[config.mk]
export PLATFORM = sky130hd
export DESIGN_NAME = fault_distance_locator
export DESIGN_NICKNAME = d
export VERILOG_FILES = /design/src/design/fault_distance_locator.v
export VERILOG_INCLUDE_DIRS = /design/src /design/src/design
export SDC_FILE = /design/constraint.sdc
export NUM_CORES = 2
export LEC_CHECK = 0
export ABC_AREA = 1
export BUFFER_PORTS_ARGS = -buffer_cell sky130_fd_sc_hd__buf_4
export CAP_MARGIN = 20
export CELL_PAD_IN_SITES_DETAIL_PLACEMENT = 2
export CELL_PAD_IN_SITES_GLOBAL_PLACEMENT = 2
export CORE_ASPECT_RATIO = 0.7
export CORE_MARGIN = 5
export CORE_UTILIZATION = 37
export CTS_CLUSTER_DIAMETER = 30
export CTS_CLUSTER_SIZE = 8
export DETAILED_ROUTE_END_ITERATION = 16
export GPL_ROUTABILITY_DRIVEN = 1
export PLACE_DENSITY_LB_ADDON = 0.1
export REMOVE_ABC_BUFFERS = 1
export SYNTH_ARGS = -nofsm -noshare
export SYNTH_HDL_FRONTEND = slang
export SYNTH_SLANG_ARGS = --single-unit
[constraint.sdc]
create_clock -name aclk -period 9.8 [get_ports aclk]
set_input_delay 0.98 -clock aclk [delete_from_list [all_inputs] [get_ports aclk]]
set_output_delay 0.98 -clock aclk [all_outputs]
set_load 0.05 [all_outputs]
[src/design/fault_locator_defs.vh]
// Constants for the fault distance locator
`ifndef FAULT_LOCATOR_DEFS_VH
`define FAULT_LOCATOR_DEFS_VH
`define ADDR_CTRL 8'h00
`define ADDR_THRESH 8'h04
`define ADDR_XPERKM 8'h08
`define ADDR_STATUS 8'h0C
`define ADDR_COUNT 8'h10
`define ADDR_TIME_LO 8'h14
`define ADDR_LOG_SEL 8'h18
`define ADDR_LOG_BASE 8'h20
`define CTRL_EN 0
`define CTRL_CLR_CNT 1
`define CTRL_EVT_ON 2
`define CTRL_EVT_OFF 3
`define CTRL_RESET 32'h0000000C
`define THRESH_RESET 16'h000A
`define XPERKM_RESET 16'h007D
`define LOG_DEPTH 12
`define ADDR_LOG_INFO 8'h24
`define ADDR_LOG_CURR 8'h28
`define ADDR_LOG_DIST 8'h2C
`define DIV_STEPS 5'h10
`define LOOP_NONE 3'h0
`define LOOP_L12 3'h1
`define LOOP_L23 3'h2
`define LOOP_L31 3'h3
`define LOOP_L1N 3'h4
`define LOOP_L2N 3'h5
`define LOOP_L3N 3'h6
`define LOOP_L123 3'h7
`define EVT_TRIG_ON 2'h0
`define EVT_TRIG_OFF 2'h1
`define EVT_CALC_ON 2'h2
`define EVT_CALC_OFF 2'h3
`define RESP_OKAY 2'h0
`define RESP_SLVERR 2'h2
`define MS_NS 1000000
`define CLK_NS 25
`endif
[src/design/fault_distance_locator.v]
// Fault distance locator with AXI4-Lite register access
// Functional notes
// - Start an attempt when the selected binary trigger source rises.
// - Abandon the attempt without record if a selected block input is active.
// - Without phase-to-earth voltages only phase-to-phase loops are recorded.
// - Three phases give L123 with the L12 reactance; L1,L2 give L12; L2,L3 give L23; L1,L3 give L31.
// - Single phase over threshold records its earth loop only with voltages.
// - No phase over threshold means nothing recorded.
// - Current threshold in tenths of nominal, default one times nominal.
// - Line_reactance_per_length setting in 0.001 ohm steps, default 0.125.
// - Loop reactances come from fundamental components supplied outside.
// - Dedicated block input sampled at each program cycle start.
// - Block active at pick-up gives blocked indication, attempt dropped.
// - ON and OFF events for triggered and calculation, enabled per kind.
// - Every event carries a time stamp.
// - Cumulative trigger counter cleared by software.
// - Rolling log of last 12 records, oldest dropped.
// - Record holds time, event, loop, direction, X, currents, distance, group.
// - Active setting group may change parameters while running; here setting_group is only stored in the record, thresh and xperkm are single.
// - Operates only with all three currents and voltages connected.
//
// The register addresses and the AXI4-Lite interface to the registers were chosen for this implementation.
`timescale 1ns/100ps
`include "fault_locator_defs.vh"
module fault_distance_locator #(
  parameter NSRC = 8,
  parameter CW = 16,
  parameter TW = 32
) (
  input wire aclk,
  input wire aresetn,
  input wire [7:0] s_axi_awaddr,
  input wire s_axi_awvalid,
  output wire s_axi_awready,
  input wire [31:0] s_axi_wdata,
  input wire [3:0] s_axi_wstrb,
  input wire s_axi_wvalid,
  output wire s_axi_wready,
  output reg [1:0] s_axi_bresp,
  output reg s_axi_bvalid,
  input wire s_axi_bready,
  input wire [7:0] s_axi_araddr,
  input wire s_axi_arvalid,
  output wire s_axi_arready,
  output reg [31:0] s_axi_rdata,
  output reg [1:0] s_axi_rresp,
  output reg s_axi_rvalid,
  input wire s_axi_rready,
  input wire cycle_start,
  input wire [NSRC-1:0] trigger_sources,
  input wire [NSRC-1:0] trigger_select,
  input wire [NSRC-1:0] block_sources,
  input wire [NSRC-1:0] block_select,
  input wire block_input,
  input wire pe_voltage_ok,
  input wire inputs_connected,
  input wire [CW-1:0] current_l1,
  input wire [CW-1:0] current_l2,
  input wire [CW-1:0] current_l3,
  input wire [CW-1:0] current_primary,
  input wire [CW-1:0] reactance_l12,
  input wire [CW-1:0] reactance_l23,
  input wire [CW-1:0] reactance_l31,
  input wire [CW-1:0] reactance_l1,
  input wire [CW-1:0] reactance_l2,
  input wire [CW-1:0] reactance_l3,
  input wire [1:0] fault_direction,
  input wire [2:0] setting_group,
  input wire [TW-1:0] time_ms,
  output reg blocked,
  output reg triggered,
  output reg calculating,
  output reg event_valid,
  output reg [1:0] event_code,
  output reg [TW-1:0] event_time
);
  // Evaluation sequence states
  localparam ST_IDLE = 2'h0;
  localparam ST_EVAL = 2'h1;
  localparam ST_DIV = 2'h2;
  localparam ST_LOG = 2'h3;

  // Settings and log storage
  reg [31:0] ctrl;
  reg [15:0] thresh;
  reg [15:0] xperkm;
  reg [31:0] count;
  reg [3:0] log_sel;
  reg [3:0] wr_ptr;
  reg [3:0] log_fill;
  reg [TW-1:0] log_time [0:`LOG_DEPTH-1];
  reg [31:0] log_info [0:`LOG_DEPTH-1];
  reg [31:0] log_curr [0:`LOG_DEPTH-1];
  reg [31:0] log_dist [0:`LOG_DEPTH-1];
  // Captured fault data and divider
  reg [1:0] state;
  reg [2:0] loop;
  reg [CW-1:0] x_sel;
  reg [CW-1:0] i_pu;
  reg [CW-1:0] i_pri;
  reg [31:0] rem;
  reg [15:0] quot;
  reg [4:0] div_i;
  reg trig_prev;
  reg blk_s1;
  reg blk_s2;
  reg blk_sample;
  reg aw_held;
  reg w_held;
  reg [7:0] aw_addr;
  reg [31:0] w_data;
  reg [3:0] w_strb;
  reg [2:0] next_loop;
  reg [CW-1:0] next_x;
  // Trigger and block conditions
  wire trig_now = |(trigger_sources & trigger_select);
  wire trig_rise = trig_now & ~trig_prev & ctrl[`CTRL_EN] & inputs_connected;
  wire calc_blocked = |(block_sources & block_select);
  wire [CW-1:0] thr_scaled = thresh[CW-1:0];
  // Strict compare against the threshold in tenths of nominal
  wire o1 = current_l1 > thr_scaled;
  wire o2 = current_l2 > thr_scaled;
  wire o3 = current_l3 > thr_scaled;
  // Next dividend bit, reactance msb first
  wire [4:0] div_bit_idx = div_i - 5'h01;
  wire div_bit = x_sel[div_bit_idx[3:0]];
  wire [32:0] trial = {rem, div_bit} - {17'h00000, xperkm};
  wire do_write = aw_held & w_held & ~s_axi_bvalid;

  // Loop choice from the phases over threshold
  always @* begin
    next_loop = `LOOP_NONE;
    next_x = {CW{1'b0}};
    case ({o1, o2, o3})
      3'b111: begin
        next_loop = `LOOP_L123;
        next_x = reactance_l12;
      end
      3'b110: begin
        next_loop = `LOOP_L12;
        next_x = reactance_l12;
      end
      3'b011: begin
        next_loop = `LOOP_L23;
        next_x = reactance_l23;
      end
      3'b101: begin
        next_loop = `LOOP_L31;
        next_x = reactance_l31;
      end
      3'b100: begin
        next_loop = pe_voltage_ok ? `LOOP_L1N : `LOOP_NONE;
        next_x = reactance_l1;
      end
      3'b010: begin
        next_loop = pe_voltage_ok ? `LOOP_L2N : `LOOP_NONE;
        next_x = reactance_l2;
      end
      3'b001: begin
        next_loop = pe_voltage_ok ? `LOOP_L3N : `LOOP_NONE;
        next_x = reactance_l3;
      end
      default: begin
        next_loop = `LOOP_NONE;
        next_x = {CW{1'b0}};
      end
    endcase
  end

  // Block input synchroniser and program cycle sample
  always @(posedge aclk) begin
    if (!aresetn) begin
      blk_s1 <= 1'b0;
      blk_s2 <= 1'b0;
      blk_sample <= 1'b0;
    end else begin
      blk_s1 <= block_input;
      blk_s2 <= blk_s1;
      if (cycle_start)
        blk_sample <= blk_s2;
    end
  end

  // Evaluation sequence, log and events
  always @(posedge aclk) begin
    if (!aresetn) begin
      state <= ST_IDLE;
      trig_prev <= 1'b0;
      loop <= `LOOP_NONE;
      x_sel <= {CW{1'b0}};
      i_pu <= {CW{1'b0}};
      i_pri <= {CW{1'b0}};
      rem <= 32'h00000000;
      quot <= 16'h0000;
      div_i <= 5'h00;
      blocked <= 1'b0;
      triggered <= 1'b0;
      calculating <= 1'b0;
      event_valid <= 1'b0;
      event_code <= `EVT_TRIG_ON;
      event_time <= {TW{1'b0}};
      count <= 32'h00000000;
      wr_ptr <= 4'h0;
      log_fill <= 4'h0;
    end else begin
      trig_prev <= trig_now;
      event_valid <= 1'b0;
      // A trigger in the clear cycle overrides the clear: count becomes count + 1
      if (do_write && aw_addr == `ADDR_CTRL && w_strb[0] && w_data[`CTRL_CLR_CNT])
        count <= 32'h00000000;
      case (state)
        ST_IDLE: begin
          // Trigger gone: OFF event
          if (!trig_now && triggered) begin
            triggered <= 1'b0;
            event_valid <= ctrl[`CTRL_EVT_OFF];
            event_code <= `EVT_TRIG_OFF;
            event_time <= time_ms;
          end
          // Rising trigger: ON event, then block check and loop choice
          if (trig_rise) begin
            count <= count + 32'h00000001;
            triggered <= 1'b1;
            event_valid <= ctrl[`CTRL_EVT_ON];
            event_code <= `EVT_TRIG_ON;
            event_time <= time_ms;
            // Block wins over any loop choice
            if (blk_sample || calc_blocked) begin
              blocked <= 1'b1;
            end else begin
              blocked <= 1'b0;
              loop <= next_loop;
              x_sel <= next_x;
              i_pu <= o1 ? current_l1 : (o2 ? current_l2 : current_l3);
              i_pri <= current_primary;
              state <= ST_EVAL;
            end
          end
        end
        ST_EVAL: begin
          // No eligible loop or zero setting: nothing recorded
          if (loop == `LOOP_NONE || xperkm == 16'h0000) begin
            state <= ST_IDLE;
          end else begin
            calculating <= 1'b1;
            event_valid <= ctrl[`CTRL_EVT_ON];
            event_code <= `EVT_CALC_ON;
            event_time <= time_ms;
            rem <= 32'h00000000;
            quot <= 16'h0000;
            div_i <= `DIV_STEPS;
            state <= ST_DIV;
          end
        end
        ST_DIV: begin
          // Restoring divide, one quotient bit per cycle
          if (div_i == 5'h00) begin
            state <= ST_LOG;
          end else begin
            if (!trial[32]) begin
              rem <= trial[31:0];
              quot <= {quot[14:0], 1'b1};
            end else begin
              rem <= {rem[30:0], div_bit};
              quot <= {quot[14:0], 1'b0};
            end
            div_i <= div_i - 5'h01;
          end
        end
        ST_LOG: begin
          // Record goes to the oldest slot
          log_time[wr_ptr] <= event_time;
          log_info[wr_ptr] <= {8'h00, setting_group, fault_direction, loop, x_sel};
          log_curr[wr_ptr] <= {i_pri, i_pu};
          log_dist[wr_ptr] <= {16'h0000, quot};
          wr_ptr <= (wr_ptr == `LOG_DEPTH - 1) ? 4'h0 : wr_ptr + 4'h1;
          if (log_fill != `LOG_DEPTH)
            log_fill <= log_fill + 4'h1;
          calculating <= 1'b0;
          event_valid <= ctrl[`CTRL_EVT_OFF];
          event_code <= `EVT_CALC_OFF;
          event_time <= time_ms;
          state <= ST_IDLE;
        end
        default: state <= ST_IDLE;
      endcase
    end
  end

  // Selected log slot; a slot number past the depth reads as zero
  wire log_ok = log_sel < `LOG_DEPTH;
  wire [TW-1:0] sel_time = log_ok ? log_time[log_sel] : {TW{1'b0}};
  wire [31:0] sel_info = log_ok ? log_info[log_sel] : 32'h00000000;
  wire [31:0] sel_curr = log_ok ? log_curr[log_sel] : 32'h00000000;
  wire [31:0] sel_dist = log_ok ? log_dist[log_sel] : 32'h00000000;

  // AXI4-Lite slave
  // Readies drop while a word is held
  assign s_axi_awready = ~aw_held;
  assign s_axi_wready = ~w_held;
  assign s_axi_arready = ~s_axi_rvalid;
  always @(posedge aclk) begin
    if (!aresetn) begin
      aw_held <= 1'b0;
      w_held <= 1'b0;
      aw_addr <= 8'h00;
      w_data <= 32'h00000000;
      w_strb <= 4'h0;
      s_axi_bvalid <= 1'b0;
      s_axi_bresp <= `RESP_OKAY;
      s_axi_rvalid <= 1'b0;
      s_axi_rresp <= `RESP_OKAY;
      s_axi_rdata <= 32'h00000000;
      ctrl <= `CTRL_RESET;
      thresh <= `THRESH_RESET;
      xperkm <= `XPERKM_RESET;
      log_sel <= 4'h0;
    end else begin
      if (s_axi_awvalid && !aw_held) begin
        aw_held <= 1'b1;
        aw_addr <= s_axi_awaddr;
      end
      if (s_axi_wvalid && !w_held) begin
        w_held <= 1'b1;
        w_data <= s_axi_wdata;
        w_strb <= s_axi_wstrb;
      end
      if (do_write) begin
        aw_held <= 1'b0;
        w_held <= 1'b0;
        s_axi_bvalid <= 1'b1;
        s_axi_bresp <= `RESP_OKAY;
        // Unmapped write offsets answer SLVERR
        case (aw_addr)
          `ADDR_CTRL: if (w_strb[0]) ctrl <= {28'h0000000, w_data[3:2], 1'b0, w_data[0]};
          `ADDR_THRESH: if (w_strb[0]) thresh <= {7'h00, w_strb[1] ? w_data[8] : thresh[8],
                                                  w_data[7:0]};
          `ADDR_XPERKM: if (w_strb[0]) xperkm <= {3'h0, w_strb[1] ? w_data[12:8] : xperkm[12:8],
                                                  w_data[7:0]};
          `ADDR_LOG_SEL: if (w_strb[0]) log_sel <= w_data[3:0];
          default: s_axi_bresp <= `RESP_SLVERR;
        endcase
      end else if (s_axi_bvalid && s_axi_bready) begin
        s_axi_bvalid <= 1'b0;
      end
      if (s_axi_arvalid && !s_axi_rvalid) begin
        s_axi_rvalid <= 1'b1;
        s_axi_rresp <= `RESP_OKAY;
        // Unmapped read offsets answer SLVERR with zero data
        case (s_axi_araddr)
          `ADDR_CTRL: s_axi_rdata <= ctrl;
          `ADDR_THRESH: s_axi_rdata <= {16'h0000, thresh};
          `ADDR_XPERKM: s_axi_rdata <= {16'h0000, xperkm};
          `ADDR_STATUS: s_axi_rdata <= {20'h00000, log_fill, wr_ptr, 1'b0, calculating,
                                        triggered, blocked};
          `ADDR_COUNT: s_axi_rdata <= count;
          `ADDR_TIME_LO: s_axi_rdata <= event_time;
          `ADDR_LOG_SEL: s_axi_rdata <= {28'h0000000, log_sel};
          `ADDR_LOG_BASE: s_axi_rdata <= sel_time;
          `ADDR_LOG_INFO: s_axi_rdata <= sel_info;
          `ADDR_LOG_CURR: s_axi_rdata <= sel_curr;
          `ADDR_LOG_DIST: s_axi_rdata <= sel_dist;
          default: begin
            s_axi_rdata <= 32'h00000000;
            s_axi_rresp <= `RESP_SLVERR;
          end
        endcase
      end else if (s_axi_rvalid && s_axi_rready) begin
        s_axi_rvalid <= 1'b0;
      end
    end
  end
endmodule // fault_distance_locator

==> impl_metrics.json <==
{
  "timing.final.ws_setup_ps": 3700,
  "yosysWarnings": 0,
  "max-slew-margin-rel_pct": 26.4,
  "die_area_um2": 183000,
  "arrival_ps": 6830,
  "cts_buffers": 316,
  "async_flop_share_pct": 0,
  "min_period_ps": 6100,
  "cts_resized": 0,
  "wirelength_um": 255000,
  "initial_utilization_pct": 37.2,
  "drc": 0,
  "final_area_um2": 79300,
  "cts.sinks": 1530,
  "worstSkewPairLatency_ps": 910,
  "crit_required_ps": 10520,
  "finalSetupViolCount": 0,
  "power.switching_w": 0.00361,
  "p_clk_share_pct": 58.9,
  "die_h_um": 359,
  "worstSetupStartpointType": "flip-flop",
  "worst_pin_slew_ps": 1100,
  "synth-seq-cells": 1530,
  "crit_path_end_kind": "flip-flop",
  "dp_cells": 8450,
  "fmax_mhz": 164,
  "port_buffers": 347,
  "dp.final_hpwl_um": 145000,
  "hold_path.class": "in -> reg",
  "first_pass_iters": 5,
  "final_nets": 6770,
  "synth_top_flop_cell": "edfxtp_1",
  "gp_congestion": 0.828,
  "grt_pass1_wl_um": 375000,
  "io_pins": 371,
  "synth-seq-area-share_pct": 66.8,
  "grt_max_degree": 207,
  "clockBufferDepth": 4,
  "finalCritPeriodShare_pct": 62.3,
  "antenna_found_initial": 8,
  "ys_types": 54,
  "rsz0062_at_grt": "no",
  "cts_root_buffer": "clkbuf_16",
  "ir_worst_vdd_v": 0.000134,
  "maxCapViolations": 0,
  "synth-edff-count": 1248,
  "finalClockSkew_ps": 70.5,
  "overflow": 0,
  "final_cells": 9008,
  "seqPwrFrac_pct": 39.7,
  "avgSynthCellArea_um2": 10.7,
  "tns_ps": 0,
  "grt_pass1_vias": 55337,
  "power.leakage_nw": 28.1,
  "synth_area_um2": 64500,
  "report.power.total_w": 0.0176,
  "synthesis.instances": 6049,
  "fp.dieW_um": 509,
  "status": "complete, no violations",
  "maxSlewViolCount": 0,
  "power_density_nw_per_um2": 222,
  "place_area_um2": 69100,
  "final.fill_count": 17727,
  "final_cell_mix": "edfxtp_1 (1,248), nor2_1 (1,102), nand2_1 (814), o21ai_0 (800), buf_4 (412)",
  "worstSetupPathType": "reg -> reg",
  "ant_nets": 0,
  "core_region_area_um2": 174000,
  "routed_via_density": 5.62,
  "area_growth_pct": 22.9,
  "worstPathMaxFanout": 42,
  "gr-usage-all-layers_pct": 27.4,
  "startpoint": "div_i[0]",
  "drive_above_1_share_pct": 14.1,
  "intPower_w": 0.0140,
  "hold_violations": 0,
  "cts_hold_buf": 0,
  "switching_share_pct": 20.5,
  "dp_slack_ps": 3690,
  "post_cts_buffers": 0,
  "path_clk_slew_ps": 40,
  "final_common_cell": "edfxtp_1",
  "num_rows": 128,
  "drt_iter0_drc": 4345,
  "power_frac_comb_pct": 1.5,
  "cts_tree": "yes",
  "h-tree-depth": 5,
  "wl_per_cell_um": 28.4,
  "min_from": "cycle_start",
  "r2r-start": "div_i[0]",
  "vias": 50650
}
==> state kept, by name (all words and copies together), names as in the netlist, 5 cells and up, named ones only <==
| signal | cells |
|---|---|
| count | 32 |
| div_i | 5 |
| i_pri | 16 |
| log_time | 384 |
| event_time | 32 |
| w_data | 13 |
| quot | 16 |
| thr_scaled | 9 |
| rem | 32 |
| log_dist | 192 |
| s_axi_rdata | 32 |
| log_info | 288 |
| log_curr | 384 |
| aw_addr | 8 |
| xperkm | 13 |
| i_pu | 16 |
| x_sel | 16 |
==> Yosys cell counts, types with 13 or more instances <==
master,count,area [um^2]
a21oi_1,208,1040
clkbuf_1,188,706
o211ai_1,140,1050
a211oi_1,20,150
o21ai_1,52,260
o22ai_1,161,1010
xor2_1,13,114
nand2_1,817,3070
buf_1,18,67.6
edfxtp_1,1248,37500
buf_4,30,225
nand4_1,62,388
a22o_1,17,149
ha_1,49,613
o221ai_1,53,464
dfxtp_1,282,5650
buf_6,24,270
o21ai_0,800,4000
nor3_1,51,255
nor2_1,1108,4160
nand3_1,219,1100
buf_2,102,510
inv_1,291,1090
a31oi_1,13,81.3
==> power by group through the flow <==
stage	Clock [W]	Sequential [W]	Combinational, W
floorplan	0	0.00709	0.0000758
global placement	0	0.00709	0.000248
detailed placement	0	0.00709	0.000254
CTS	0.0105	0.00697	0.000257
global route	0.0109	0.00697	0.000276
finish	0.0104	0.00697	0.000256
==> critical path, stage by stage (launching register included) <==
cell,delay (ps)
dfxtp_1,540
clkinv_1,420
ha_1,550
nor2_1,190
o21ai_0,120
o21ai_0,140
nor2_1,60
o21ai_0,740
inv_1,170
ha_1,270
fa_1,440
o21ai_2,250
nand2_1,90
nand2_1,140
nand2_1,150
nand3_1,110
nand2_1,90
nand2_2,630
inv_2,410
nand2_1,200
nand2_1,60
o21ai_0,80
a21oi_1,90
==> cell families after synthesis <==
| family | count (synthesis) | synth area share (%) |
|---|---|---|
| AO/OA/AOI/OAI | 1492 | 13.1 |
| XOR/XNOR | 17 | 0.231 |
| adder cells (fa/ha/maj) | 50 | 0.981 |
| buffers and inverters | 671 | 4.61 |
| flip-flops | 1530 | 66.8 |
| other | 1 | 0.00581 |
| AND/OR/NAND/NOR | 2288 | 14.2 |
==> worst paths after layout <==
path / to / cells after the start / slack [ps]
max: rem[9] / 22 / 3700
min: blk_sample / 2 / 280
max reg2reg: rem[9] / 22 / 3700
min reg2reg: blk_s2 / 2 / 410
==> layer usage <==
layer | vias up | share of wire [%] | track usage, % | routed length [um]
li1 | 22314 | - | - | -
met1 | 26554 | 45 | 38.0 | 115000
met2 | 1374 | 47 | 44.7 | 121000
met3 | 406 | 4.8 | 4.08 | 12300
met4 | 2 | 2.7 | 7.75 | 6820
met5 | - | 0.0051 | 0 | 13
==> cell type report <==
class	instances	area [um^2]	area share, %
diodes	3	7.51	0.00947
clock buffers	415	8640	10.9
clock inverters	140	1520	1.92
inverters	305	1170	1.47
multi-input cells	3849	18500	23.4
flip-flops and latches	1530	43100	54.4
well taps	2340	2930	3.69
repair buffers	426	3360	4.24
==> through the flow <==
step / hold slack (ps) / utilization, %
after detailed placement: 402 / 39.8
after global placement: 399 / 39.8
after CTS: 224 / 45.7
after floorplan: 390 / -
final: 284 / 45.7
after global routing: 250 / 45.7
Note: power is estimated with default switching activity, not from simulation.
